### src/piw_pkg.sv
package piw_pkg;

  // Field positions inside the first initialization word.
  localparam int unsigned FIRST_MODE_NEEDED_BIT = 0;
  localparam int unsigned FIRST_STANDALONE_BIT = 1;
  localparam int unsigned FIRST_ADDR_INTERVAL_BIT = 2;
  localparam int unsigned FIRST_LEVEL_TRIG_BIT = 3;
  localparam int unsigned FIRST_MARKER_BIT = 4;
  localparam int unsigned FIRST_VEC_LOW_LSB = 5;

  // Field positions inside the vector-base word.
  localparam int unsigned VEC_TYPE_LSB = 3;

  // Field positions inside the cascade-configuration word.
  localparam int unsigned CASC_ID_LSB = 0;

  // Field positions inside the operating mode word.
  localparam int unsigned MODE_CPU_SEQ_BIT = 0;
  localparam int unsigned MODE_AUTO_EOI_BIT = 1;
  localparam int unsigned MODE_SLAVE_BIT = 2;
  localparam int unsigned MODE_BUFFERED_BIT = 3;
  localparam int unsigned MODE_NESTED_BIT = 4;

  // Values after reset.
  localparam logic [7:0] WORD_RST = 8'h00;
  localparam logic [7:0] MODE_DEFAULT = 8'h00;

  // Sequencer stages, one-hot.
  typedef enum logic [4:0] {
    PIW_IDLE = 5'h01,
    PIW_VEC = 5'h02,
    PIW_CASC = 5'h04,
    PIW_MODE = 5'h08,
    PIW_READY = 5'h10
  } piw_stage_t;

  // Host write port of the controller.
  typedef struct packed {
    logic cs_n;
    logic wr_n;
    logic word_select_line;
    logic [7:0] din;
  } piw_bus_t;

  // Decoded configuration handed to the rest of the controller.
  typedef struct packed {
    logic init_done;
    logic level_trigger;
    logic addr_interval_four;
    logic [2:0] vector_low_bits;
    logic [7:0] vector_addr_bit;
    logic [4:0] vector_type_bit;
    logic standalone;
    logic is_master;
    logic [7:0] cascade_line_flag;
    logic [2:0] slave_number_bit;
    logic cpu_sequence_select;
    logic auto_end_of_irq;
    logic buffered;
    logic special_nested_priority;
  } piw_cfg_t;

endpackage

### src/piw_wr_edge.sv
`timescale 1ns/1ps
module piw_wr_edge
  import piw_pkg::*;
(
  input wire logic clk,
  input wire logic nrst,
  input wire logic cs_n,
  input wire logic wr_n,
  output logic wr_active,
  output logic wr_fall,
  output logic wr_rise
);

  logic act_q;

  // A write is live only while both chip select and write strobe are low.
  assign wr_active = ~cs_n & ~wr_n;

  // Remember last cycle's strobe so its edges can be seen as single pulses.
  always_ff @(posedge clk or negedge nrst) begin
    if (!nrst) begin
      act_q <= 1'b0;
    end else begin
      act_q <= wr_active;
    end
  end

  // Edge pulses are combinational; they stand for exactly one clock.
  assign wr_fall = wr_active & ~act_q;
  assign wr_rise = ~wr_active & act_q;

endmodule

### src/piw_sequencer.sv
`timescale 1ns/1ps
module piw_sequencer
  import piw_pkg::*;
(
  input wire logic clk,
  input wire logic nrst,
  input wire piw_bus_t bus,
  input wire logic master_strap,
  output logic init_done,
  output logic [7:0] init_word_first,
  output logic [7:0] vector_base_word,
  output logic [7:0] cascade_config_word,
  output logic [7:0] operating_mode_word,
  output piw_cfg_t cfg
);

  logic wr_active;
  logic wr_fall;
  logic wr_rise;
  piw_stage_t stage_q;
  piw_stage_t stage_d;
  piw_stage_t next_stage;
  piw_stage_t target;
  logic loaded_q;
  logic loaded_d;
  logic first_write;
  logic load_en;
  logic in_seq;
  logic [7:0] first_q;
  logic [7:0] vec_q;
  logic [7:0] casc_q;
  logic [7:0] mode_q;
  logic master_now;

  // Strobe edges come from one small detector shared by all stages.
  piw_wr_edge u_edge (
    .clk(clk),
    .nrst(nrst),
    .cs_n(bus.cs_n),
    .wr_n(bus.wr_n),
    .wr_active(wr_active),
    .wr_fall(wr_fall),
    .wr_rise(wr_rise)
  );

  // The opening word is recognised in any stage, so software can always recover.
  assign first_write = wr_active & ~bus.word_select_line
                     & bus.din[FIRST_MARKER_BIT];
  assign in_seq = (stage_q == PIW_VEC) | (stage_q == PIW_CASC) | (stage_q == PIW_MODE);
  // Between the first word and ready, every select-high write belongs to the sequence.
  assign load_en = wr_active & bus.word_select_line & in_seq;

  // Which stage follows the current one, skipping optional words.
  always_comb begin
    next_stage = PIW_READY;
    case (stage_q)
      PIW_VEC: begin
        if (!first_q[FIRST_STANDALONE_BIT]) begin
          next_stage = PIW_CASC;
        end else if (first_q[FIRST_MODE_NEEDED_BIT]) begin
          next_stage = PIW_MODE;
        end else begin
          next_stage = PIW_READY;
        end
      end
      PIW_CASC: begin
        if (first_q[FIRST_MODE_NEEDED_BIT]) begin
          next_stage = PIW_MODE;
        end else begin
          next_stage = PIW_READY;
        end
      end
      default: begin
        next_stage = PIW_READY;
      end
    endcase
  end

  // A loaded word is released on the following strobe fall, and that same
  // write then lands in the next stage.
  always_comb begin
    target = stage_q;
    if (wr_fall && loaded_q && in_seq) begin
      target = next_stage;
    end
  end

  // Stage and loaded flag advance together.
  always_comb begin
    stage_d = stage_q;
    loaded_d = loaded_q;
    if (first_write) begin
      stage_d = PIW_VEC;
      loaded_d = 1'b0;
    end else if (in_seq) begin
      if (target != stage_q) begin
        stage_d = target;
        loaded_d = 1'b0;
      end
      if (target != PIW_READY && load_en) begin
        loaded_d = 1'b1;
      end
      // With no further word expected, the sequence ends as the last write ends.
      if (wr_rise && loaded_q && next_stage == PIW_READY) begin
        stage_d = PIW_READY;
      end
    end
  end

  // Stage register.
  always_ff @(posedge clk or negedge nrst) begin
    if (!nrst) begin
      stage_q <= PIW_IDLE;
      loaded_q <= 1'b0;
    end else begin
      stage_q <= stage_d;
      loaded_q <= loaded_d;
    end
  end

  // First word; it is taken on every active cycle of its write.
  always_ff @(posedge clk or negedge nrst) begin
    if (!nrst) begin
      first_q <= WORD_RST;
    end else if (first_write) begin
      first_q <= bus.din;
    end
  end

  // Vector-base word, sampled on the rising clock while the write stands.
  always_ff @(posedge clk or negedge nrst) begin
    if (!nrst) begin
      vec_q <= WORD_RST;
    end else if (!first_write && load_en && target == PIW_VEC) begin
      vec_q <= bus.din;
    end
  end

  // Cascade-configuration word; the host is trusted to send it when cascaded.
  always_ff @(posedge clk or negedge nrst) begin
    if (!nrst) begin
      casc_q <= WORD_RST;
    end else if (!first_write && load_en && target == PIW_CASC) begin
      casc_q <= bus.din;
    end
  end

  // Mode word; a first word without the mode flag forces the defaults so a
  // stale mode from an earlier sequence cannot survive.
  always_ff @(posedge clk or negedge nrst) begin
    if (!nrst) begin
      mode_q <= MODE_DEFAULT;
    end else if (first_write && !bus.din[FIRST_MODE_NEEDED_BIT]) begin
      mode_q <= MODE_DEFAULT;
    end else if (!first_write && load_en && target == PIW_MODE) begin
      mode_q <= bus.din;
    end
  end

  // Outside buffered mode the role comes from the strap, not the mode word.
  assign master_now = mode_q[MODE_BUFFERED_BIT] ? ~mode_q[MODE_SLAVE_BIT]
                                                : master_strap;

  // Decoded configuration is registered so every consumer sees a clean level.
  always_ff @(posedge clk or negedge nrst) begin
    if (!nrst) begin
      cfg <= '0;
    end else begin
      cfg.init_done <= (stage_q == PIW_READY);
      cfg.level_trigger <= first_q[FIRST_LEVEL_TRIG_BIT];
      cfg.addr_interval_four <= first_q[FIRST_ADDR_INTERVAL_BIT];
      cfg.vector_low_bits <= first_q[7:FIRST_VEC_LOW_LSB];
      // High address byte only has meaning in the single-byte sequence.
      cfg.vector_addr_bit <= mode_q[MODE_CPU_SEQ_BIT] ? vec_q : WORD_RST;
      cfg.vector_type_bit <= vec_q[7:VEC_TYPE_LSB];
      cfg.standalone <= first_q[FIRST_STANDALONE_BIT];
      cfg.is_master <= master_now;
      // Slave inputs are marked only for a cascaded master.
      cfg.cascade_line_flag <= (!first_q[FIRST_STANDALONE_BIT] && master_now)
                               ? casc_q : WORD_RST;
      // Upper cascade bits are ignored as a slave; the host should send zeros.
      cfg.slave_number_bit <= casc_q[CASC_ID_LSB +: 3];
      cfg.cpu_sequence_select <= mode_q[MODE_CPU_SEQ_BIT];
      cfg.auto_end_of_irq <= mode_q[MODE_AUTO_EOI_BIT];
      cfg.buffered <= mode_q[MODE_BUFFERED_BIT];
      // Bits five to seven are unused and left undecoded.
      cfg.special_nested_priority <= mode_q[MODE_NESTED_BIT];
    end
  end

  // Raw words come straight from flip-flops; the ready level is decoded from the stage register.
  assign init_done = (stage_q == PIW_READY);
  assign init_word_first = first_q;
  assign vector_base_word = vec_q;
  assign cascade_config_word = casc_q;
  assign operating_mode_word = mode_q;

endmodule

### config.mk
export PLATFORM = sky130hd
export DESIGN_NAME = piw_sequencer
export DESIGN_NICKNAME = d
export VERILOG_FILES = /design/src/piw_pkg.sv /design/src/piw_wr_edge.sv /design/src/piw_sequencer.sv
export SDC_FILE = /design/constraint.sdc
export NUM_CORES = 1
export LEC_CHECK = 0
export ABC_AREA = 1
export BUFFER_PORTS_ARGS = -buffer_cell sky130_fd_sc_hd__buf_2
export CORE_ASPECT_RATIO = 2
export CORE_MARGIN = 3
export CORE_UTILIZATION = 25
export DETAILED_ROUTE_END_ITERATION = 10
export GPL_ROUTABILITY_DRIVEN = 0
export SKIP_CTS_REPAIR_TIMING = 1
export SYNTH_ARGS = -nofsm -noshare
export SYNTH_HDL_FRONTEND = slang
export SYNTH_SLANG_ARGS = --single-unit
export TNS_END_PERCENT = 100
### constraint.sdc
create_clock -name clk -period 2.4 [get_ports clk]
set_clock_uncertainty 0.05 [all_clocks]
set_input_delay 0.48 -clock clk [delete_from_list [all_inputs] [get_ports clk]]
set_output_delay 0.48 -clock clk [all_outputs]
set_load 0.02 [all_outputs]
==> reports/qor.yml, run 1 <==
avgSynthCellArea_sq_um: 10.1
ioPinCount: 83
synth.area.top_cells: "dfrtp_1, nand2_1, nand3_1"
mostFrequentLayoutCells: "nand2_1, buf_2, dfrtp_1, inv_1, nand3_1"
grt_use_total_pct: 12.4
path_cells: "nor2_1, inv_1, nor4_1, buf_4, buf_2"
clk_latency_ns: 0.33
wire_per_inst_microns: 14.1
finalSetupTns_ns: 0
yosysTopAreaCellShare_pct: 63.9
post-route-min-period_ns: 2.22
switchingPower_mw: 1.32
vias: 2248
cp-end-kind: "output port"
final_cell_area_sq_um: 3800
fin_ws_ns: 0.180
ir_worst_vdd_mv: 0.384
vias_per_cell: 4.24
antenna_found_initial: 0
p_sw_share_pct: 34.2
relSlewSlack_pct: 47.6
dpl_cell_area_sq_um: 3520
port-buffer-count: 82
cts-root-buf: "clkbuf_16"
grt_pass1_wl_mm: 11.6
min_period_over_period_pct: 92.5
grt_max_degree: 64
drive_gt1_share_pct: 32.5
cts_inserted_buffers: 9
cts_tree: "built"
synth_top_area_cell: "dfrtp_1"
start_util_pct: 25.5
die_y_microns: 158
wirelength_mm: 7.46
synth_cell_types: 29
path_delay_family: "simple AND/OR/NAND/NOR gates"
worst_pin_slew_ns: 0.786
core_sq_um: 11400
multi_input_area_sq_um: 873
grt_overflow: 0
cts_sinks: 75
outcome: "finished clean"
arrival_ns: 1.69
internal_power_mw: 2.55
place_ws_ns: 0.353
regArea_sq_um: 1880
crit_fanout: 4
synth_warnings: 0
drt_iter0_drc: 79
max_cap_viol_count: 0
worst-path-buf-inv: 3
cpMaxStageDelayCell: "dfrtp_1"
clockBufferDepth: 2
floorplan.die_area_sq_um: 13000
layout.nets: 398
ys_seq_elements: 75
start_kind: "flip-flop"
die_w_microns: 82.1
synth_nets: 302
first_pass_iters: 4
rsz0062_at_grt: "false"
synth_cells: 288
critical_path_class: "flip-flop to output port"
crit_path_max_incr_delay_ns: 0.39
max_freq_mhz: 450
first_global_vias: 2188
critPathRequiredTime_ns: 1.87
num_antenna_cells: 0
power_frac_clock_pct: 32.4
fill_cells: 1201
setup_viol: 0
hold_class: "input port to async pin"
hpwl_mm: 5.79
slew_viol_final: 0
h-tree-depth: 3
path_clk_slew_ns: 0.05
ant_nets: 0
cellLeakagePower_nw: 2.17
p_comb_share_pct: 25.7
final_common_cell: "nand2_1"
syn_area_sq_um: 2900
hold_violations: 0
yosysSeqAreaShare_pct: 64.8
area_delta_synth_final_pct: 31.2
pwr_density_cell_nw_per_um2: 1020
rows: 55
power_frac_seq_pct: 41.9
drc_errors: 0
## sequential cells by signal (all words and copies together) (netlist names)
| name | cells |
|---|---|
| cfg | 36 |
| stage_q | 5 |
| loaded_q | 1 |
| cascade_config_word | 8 |
| operating_mode_word | 8 |
| init_word_first | 8 |
| vector_base_word | 8 |
| u_edge.act_q | 1 |
## cell usage after synthesis, drive strengths merged
master and count:
or2 1, dfrtp 74, nor2 22, nand3 29, nand2 96, nor4 1
nand3b 1, a31oi 1, o22ai 1, clkinv 1, a21oi 3, nand4 4
clkbuf 3, o31ai 1, dfstp 1, o21a 1, inv 35, o21ai 11
nor3 2
## per-stage QoR
step	hold slack, ns	power (mW)	instances	util, %
global route	0.238	4.11	530	33.5
global placement	0.357	2.64	515	31.0
detailed placement	0.356	2.66	515	31.0
finish	0.185	3.87	530	33.5
CTS	0.221	3.95	530	33.5
floorplan	0.134	2.27	288	-
## worst paths after layout
kind / slack (ns) / endpoint / depth (start not counted) / start
max: 0.18 / init_done / 5 / stage_q[1]
min: 0.18 / init_word_first[4] / 1 / nrst
max reg2reg: 0.45 / cascade_config_word[4] / 10 / stage_q[1]
min reg2reg: 0.36 / cfg[33] / 0 / init_word_first[2]
max in group asynchronous: 1.46 / cfg[26] / 2 / nrst
min in group clk: 0.27 / u_edge.act_q / 2 / bus[10]
## layer usage
| metal | routed length, microns | track usage [%] | part of all wire (%) | vias up |
|---|---|---|---|---|
| met3 | 368 | 3.28 | 4.9 | 15 |
| met2 | 4140 | 22.0 | 55 | 71 |
| met5 | 0 | 0 | 0 | - |
| li1 | - | - | - | 1091 |
| met1 | 2710 | 12.7 | 36 | 1071 |
| met4 | 238 | 7.37 | 3.2 | 0 |
## cell type report
cell class                 count  area share (%)
clock buffer                  13            7.11
clock inverter                 2           0.263
inverter                      36            3.55
multi-input combinational    174            23.0
sequential                    75            49.4
tap                          142            4.67
timing repair buffer          88            12.0
## power groups by stage
| stage | registers (mW) | clock network (mW) | logic (mW) |
|---|---|---|---|
| floorplan | 1.84 | 0 | 0.426 |
| global placement | 1.65 | 0 | 0.988 |
| detailed placement | 1.65 | 0 | 1.01 |
| CTS | 1.63 | 1.30 | 1.01 |
| global route | 1.66 | 1.35 | 1.10 |
| finish | 1.62 | 1.25 | 0.996 |
## cells by family (layout without fill, tap and decap cells)
logic type | after synthesis | in the layout | synth area share [%]
compound gates | 18 | 18 | 3.37
flops | 75 | 75 | 64.8
simple gates | 156 | 156 | 26.8
buf+inv | 39 | 139 | 5.05
(Power assumes the default switching activity.)
==> run 2: changes to the inputs <==
clock period = 2.73 ns   (was 2.4 ns; I/O delays follow)
==> run 2 against run 1 <==
Against the previous run: first-iteration DRC count is 19% higher; critical path depth unchanged; hold slack improved by 0.10 ns; core utilization is 0.43 points lower; combinational power decreased by 12%; die area did not move; non-clock buffer count is 4 lower; setup slack better by 0.23 ns.
==> reports/qor.yml, run 2 (synthesized netlist as in run 1, its figures left out) <==
grt_max_degree: 76
mostFrequentLayoutCells: "nand2_1, buf_2, dfrtp_1, inv_1, nand3_1"
ant_nets: 0
finalSetupTns_ns: 0
grt_use_total_pct: 12.3
cts_tree: "built"
place_ws_ns: 0.589
arrival_ns: 1.73
antenna_found_initial: 0
max_cap_viol_count: 0
r2r_start: "stage_q[1]"
floorplan.die_area_sq_um: 13000
cts_inserted_buffers: 9
area_delta_synth_final_pct: 29.5
grt_pass1_wl_mm: 11.6
largest_reg_flops: 36
grt_overflow: 0
hold_violations: 0
vias: 2207
start_util_pct: 25.5
min_period_over_period_pct: 85.0
pwr_density_cell_nw_per_um2: 895
start_kind: "flip-flop"
vias_per_cell: 4.20
cpMaxStageDelayCell: "dfrtp_1"
drc_errors: 0
power_frac_seq_pct: 42.6
slew_viol_final: 0
port-buffer-count: 82
first_pass_iters: 4
hpwl_mm: 5.65
power_frac_clock_pct: 31.3
cellLeakagePower_nw: 2.14
reg2reg_to: "cascade_config_word[4]"
cts-root-buf: "clkbuf_16"
post-route-min-period_ns: 2.32
critPathRequiredTime_ns: 2.13
h-tree-depth: 3
ir_worst_vdd_mv: 0.284
die_w_microns: 82.1
crit_fanout: 4
internal_power_mw: 2.19
cts_sinks: 75
regMostFlops: "cfg"
crit_path_max_incr_delay_ns: 0.40
fill_cells: 1196
hold_class: "input port to async pin"
final_common_cell: "nand2_1"
worst_pin_slew_ns: 0.934
timing.hold.ws_ns: 0.290
rsz0062_at_grt: "false"
fin_ws_ns: 0.409
drt_iter0_drc: 94
clockBufferDepth: 2
dp_cells: 511
max_freq_mhz: 431
die_y_microns: 158
final_util_pct: 33.1
wire_per_inst_microns: 14.2
ioPinCount: 83
relSlewSlack_pct: 37.8
reg2reg_depth: 10
path_cells: "nor2_1, inv_1, nor4_1, buf_4, buf_2"
path_clk_slew_ns: 0.05
critical_path_class: "flip-flop to output port"
layout.nets: 394
p_sw_share_pct: 34.9
clk_latency_ns: 0.33
cp-end-kind: "output port"
path_delay_family: "simple AND/OR/NAND/NOR gates"
ff2ff_setup_slack_ns: 0.68
p_comb_share_pct: 26.2
first_global_vias: 2208
layout.cells.non_filler: 526
rows: 55
core_sq_um: 11400
outcome: "finished clean"
wirelength_mm: 7.46
setup_viol: 0
num_antenna_cells: 0
worst-path-buf-inv: 3
drive_gt1_share_pct: 31.5
switchingPower_mw: 1.17
==> run 2: changes by cell type in the layout (fill, tap and decap cells not counted), sizes merged <==
| cell | delta |
|---|---|
| buf | -4 |
| clkinv | +1 |
| clkbuf | -1 |
==> run 2: power groups by stage <==
stage	logic [mW]	registers, mW	clock network [mW]
after floorplan	0.374	1.62	0
after global placement	0.866	1.45	0
after detailed placement	0.889	1.46	0
after CTS	0.888	1.44	1.10
after global routing	0.954	1.46	1.15
final	0.879	1.43	1.05
==> run 2: cell type report <==
| type | count | area (sq um) | area share [%] |
|---|---|---|---|
| inverters | 36 | 135 | 3.60 |
| clock buffers | 12 | 246 | 6.57 |
| well taps | 142 | 178 | 4.73 |
| flip-flops and latches | 75 | 1880 | 50.0 |
| multi-input cells | 174 | 873 | 23.3 |
| repair buffers | 84 | 428 | 11.4 |
| clock inverters | 3 | 15.0 | 0.400 |
==> run 2: how the worst max path moves through the flow <==
stage	startpoint	end	cells past startpoint
2_1_floorplan	stage_q[1]	init_done	3
3_3_place_gp	bus[9]	cascade_config_word[1]	11
3_5_place_dp	bus[9]	cascade_config_word[4]	11
4_1_cts	stage_q[1]	init_done	5
5_1_grt	stage_q[1]	init_done	5
6_report	stage_q[1]	init_done	5
==> run 2: per-stage QoR <==
step	power, mW	instance area (sq um)
final	3.36	3750
after CTS	3.42	3750
after global routing	3.56	3750
after detailed placement	2.35	3490
after floorplan	1.99	2900
after global placement	2.32	3490
==> run 2: routing by layer <==
layer / track usage, % / vias up / wire [microns]
li1: - / 1087 / -
met1: 12.7 / 1038 / 2750
met2: 22.0 / 73 / 4170
met3: 3.68 / 9 / 387
met4: 5.86 / 0 / 147
met5: 0 / - / 0
==> run 3: changes to the inputs <==
MAX_ROUTING_LAYER = met4   (was not set)
==> run 3 against run 2 <==
Against the previous run: combinational power about the same; setup slack improved by 0.0012 ns; total power about the same; largest cell class unchanged; core utilization unchanged; global-route usage increased by 0.34 points; first-iteration DRC count increased by 8.5%.
==> reports/qor.yml, run 3 (synthesized netlist as in run 1, its figures left out) <==
outcome: "finished clean"
ff2ff_setup_slack_ns: 0.69
hpwl_mm: 5.65
grt_max_degree: 76
layout.cells.non_filler: 526
reg2reg_depth: 10
hold_class: "input port to async pin"
multi_input_area_sq_um: 873
worst_pin_slew_ns: 0.939
dr_wl_met3_microns: 366
pwr_density_cell_nw_per_um2: 895
cts_sinks: 75
vias: 2206
grt_use_total_pct: 12.6
core_sq_um: 11400
antenna_found_initial: 0
met1_length_mm: 2.78
r2r_start: "stage_q[1]"
mostFrequentLayoutCells: "nand2_1, buf_2, dfrtp_1, inv_1, nand3_1"
area_delta_synth_final_pct: 29.5
start_kind: "flip-flop"
cts-root-buf: "clkbuf_16"
rows: 55
grt_overflow: 0
fin_ws_ns: 0.410
reg2reg_to: "cascade_config_word[4]"
p_total_mw: 3.36
layout.nets: 394
dp_cells: 511
slew_viol_final: 0
die_w_microns: 82.1
setup.worst_path.start: "stage_q[1]"
min_period_over_period_pct: 85.0
arrival_ns: 1.72
wirelength_mm: 7.45
cp-end-kind: "output port"
routed.top_layer: "met4"
fill_cells: 1196
rsz0062_at_grt: "false"
wl_met2_mm: 4.07
port-buffer-count: 82
first_pass_iters: 4
timing.hold.ws_ns: 0.290
critical_path_class: "flip-flop to output port"
post-route-min-period_ns: 2.32
drt_iter0_drc: 102
place_ws_ns: 0.589
regArea_sq_um: 1880
ioPinCount: 83
max_cap_viol_count: 0
floorplan.die_area_sq_um: 13000
clk_latency_ns: 0.33
ant_nets: 0
num_antenna_cells: 0
critPathRequiredTime_ns: 2.13
regMostFlops: "cfg"
setup_viol: 0
crit_fanout: 4
ir_worst_vdd_mv: 0.285
finalSetupTns_ns: 0
hold_violations: 0
final_common_cell: "nand2_1"
clockBufferDepth: 2
cts_inserted_buffers: 9
relSlewSlack_pct: 37.4
h-tree-depth: 3
cellLeakagePower_nw: 2.14
max_freq_mhz: 431
path_clk_slew_ns: 0.05
start_util_pct: 25.5
die_y_microns: 158
vias_per_cell: 4.19
drc_errors: 0
cts_tree: "built"
drive_gt1_share_pct: 31.5
largest_reg_flops: 36
first_global_vias: 2203
wire_per_inst_microns: 14.2
grt_pass1_wl_mm: 11.6
## run 3: cell counts in the layout (fill, tap and decap cells not counted)
No cell type changed its count.
## run 3: worst max-delay path by stage
stage	to	depth (start not counted)
after floorplan	init_done	3
after global placement	cascade_config_word[1]	11
after detailed placement	cascade_config_word[4]	11
after CTS	init_done	5
after global routing	init_done	5
final	init_done	5
## run 3: layout make-up
cell class / count / share of cell area, %
clock buffer: 12 / 6.57
clock inverter: 3 / 0.400
inverter: 36 / 3.60
multi-input combinational: 174 / 23.3
sequential: 75 / 50.0
tap: 142 / 4.73
timing repair buffer: 84 / 11.4
## run 3: power by group
group          internal (mW)  total, mW  leakage, nW  switching [mW]
clock network          0.630       1.05        0.132           0.423
registers               1.30       1.43        0.992           0.128
logic                  0.256      0.878         1.01           0.622
## run 3: worst max-delay path, cell delays in order, from the launching register on
cell,delay (ns)
dfrtp_1,0.40
nor2_1,0.32
inv_1,0.17
nor4_1,0.20
buf_4,0.16
buf_2,0.15
## run 3: metrics by stage
| step | area [sq um] | util [%] |
|---|---|---|
| after global routing | 3750 | 33.1 |
| after floorplan | 2900 | - |
| after detailed placement | 3490 | 30.8 |
| final | 3750 | 33.1 |
| after CTS | 3750 | 33.1 |
| after global placement | 3490 | 30.8 |
## run 3: layer usage
layer	up-vias	global-route usage (%)
met5	-	-
li1	1085	-
met4	0	6.34
met2	76	21.9
met3	15	3.00
met1	1030	12.9
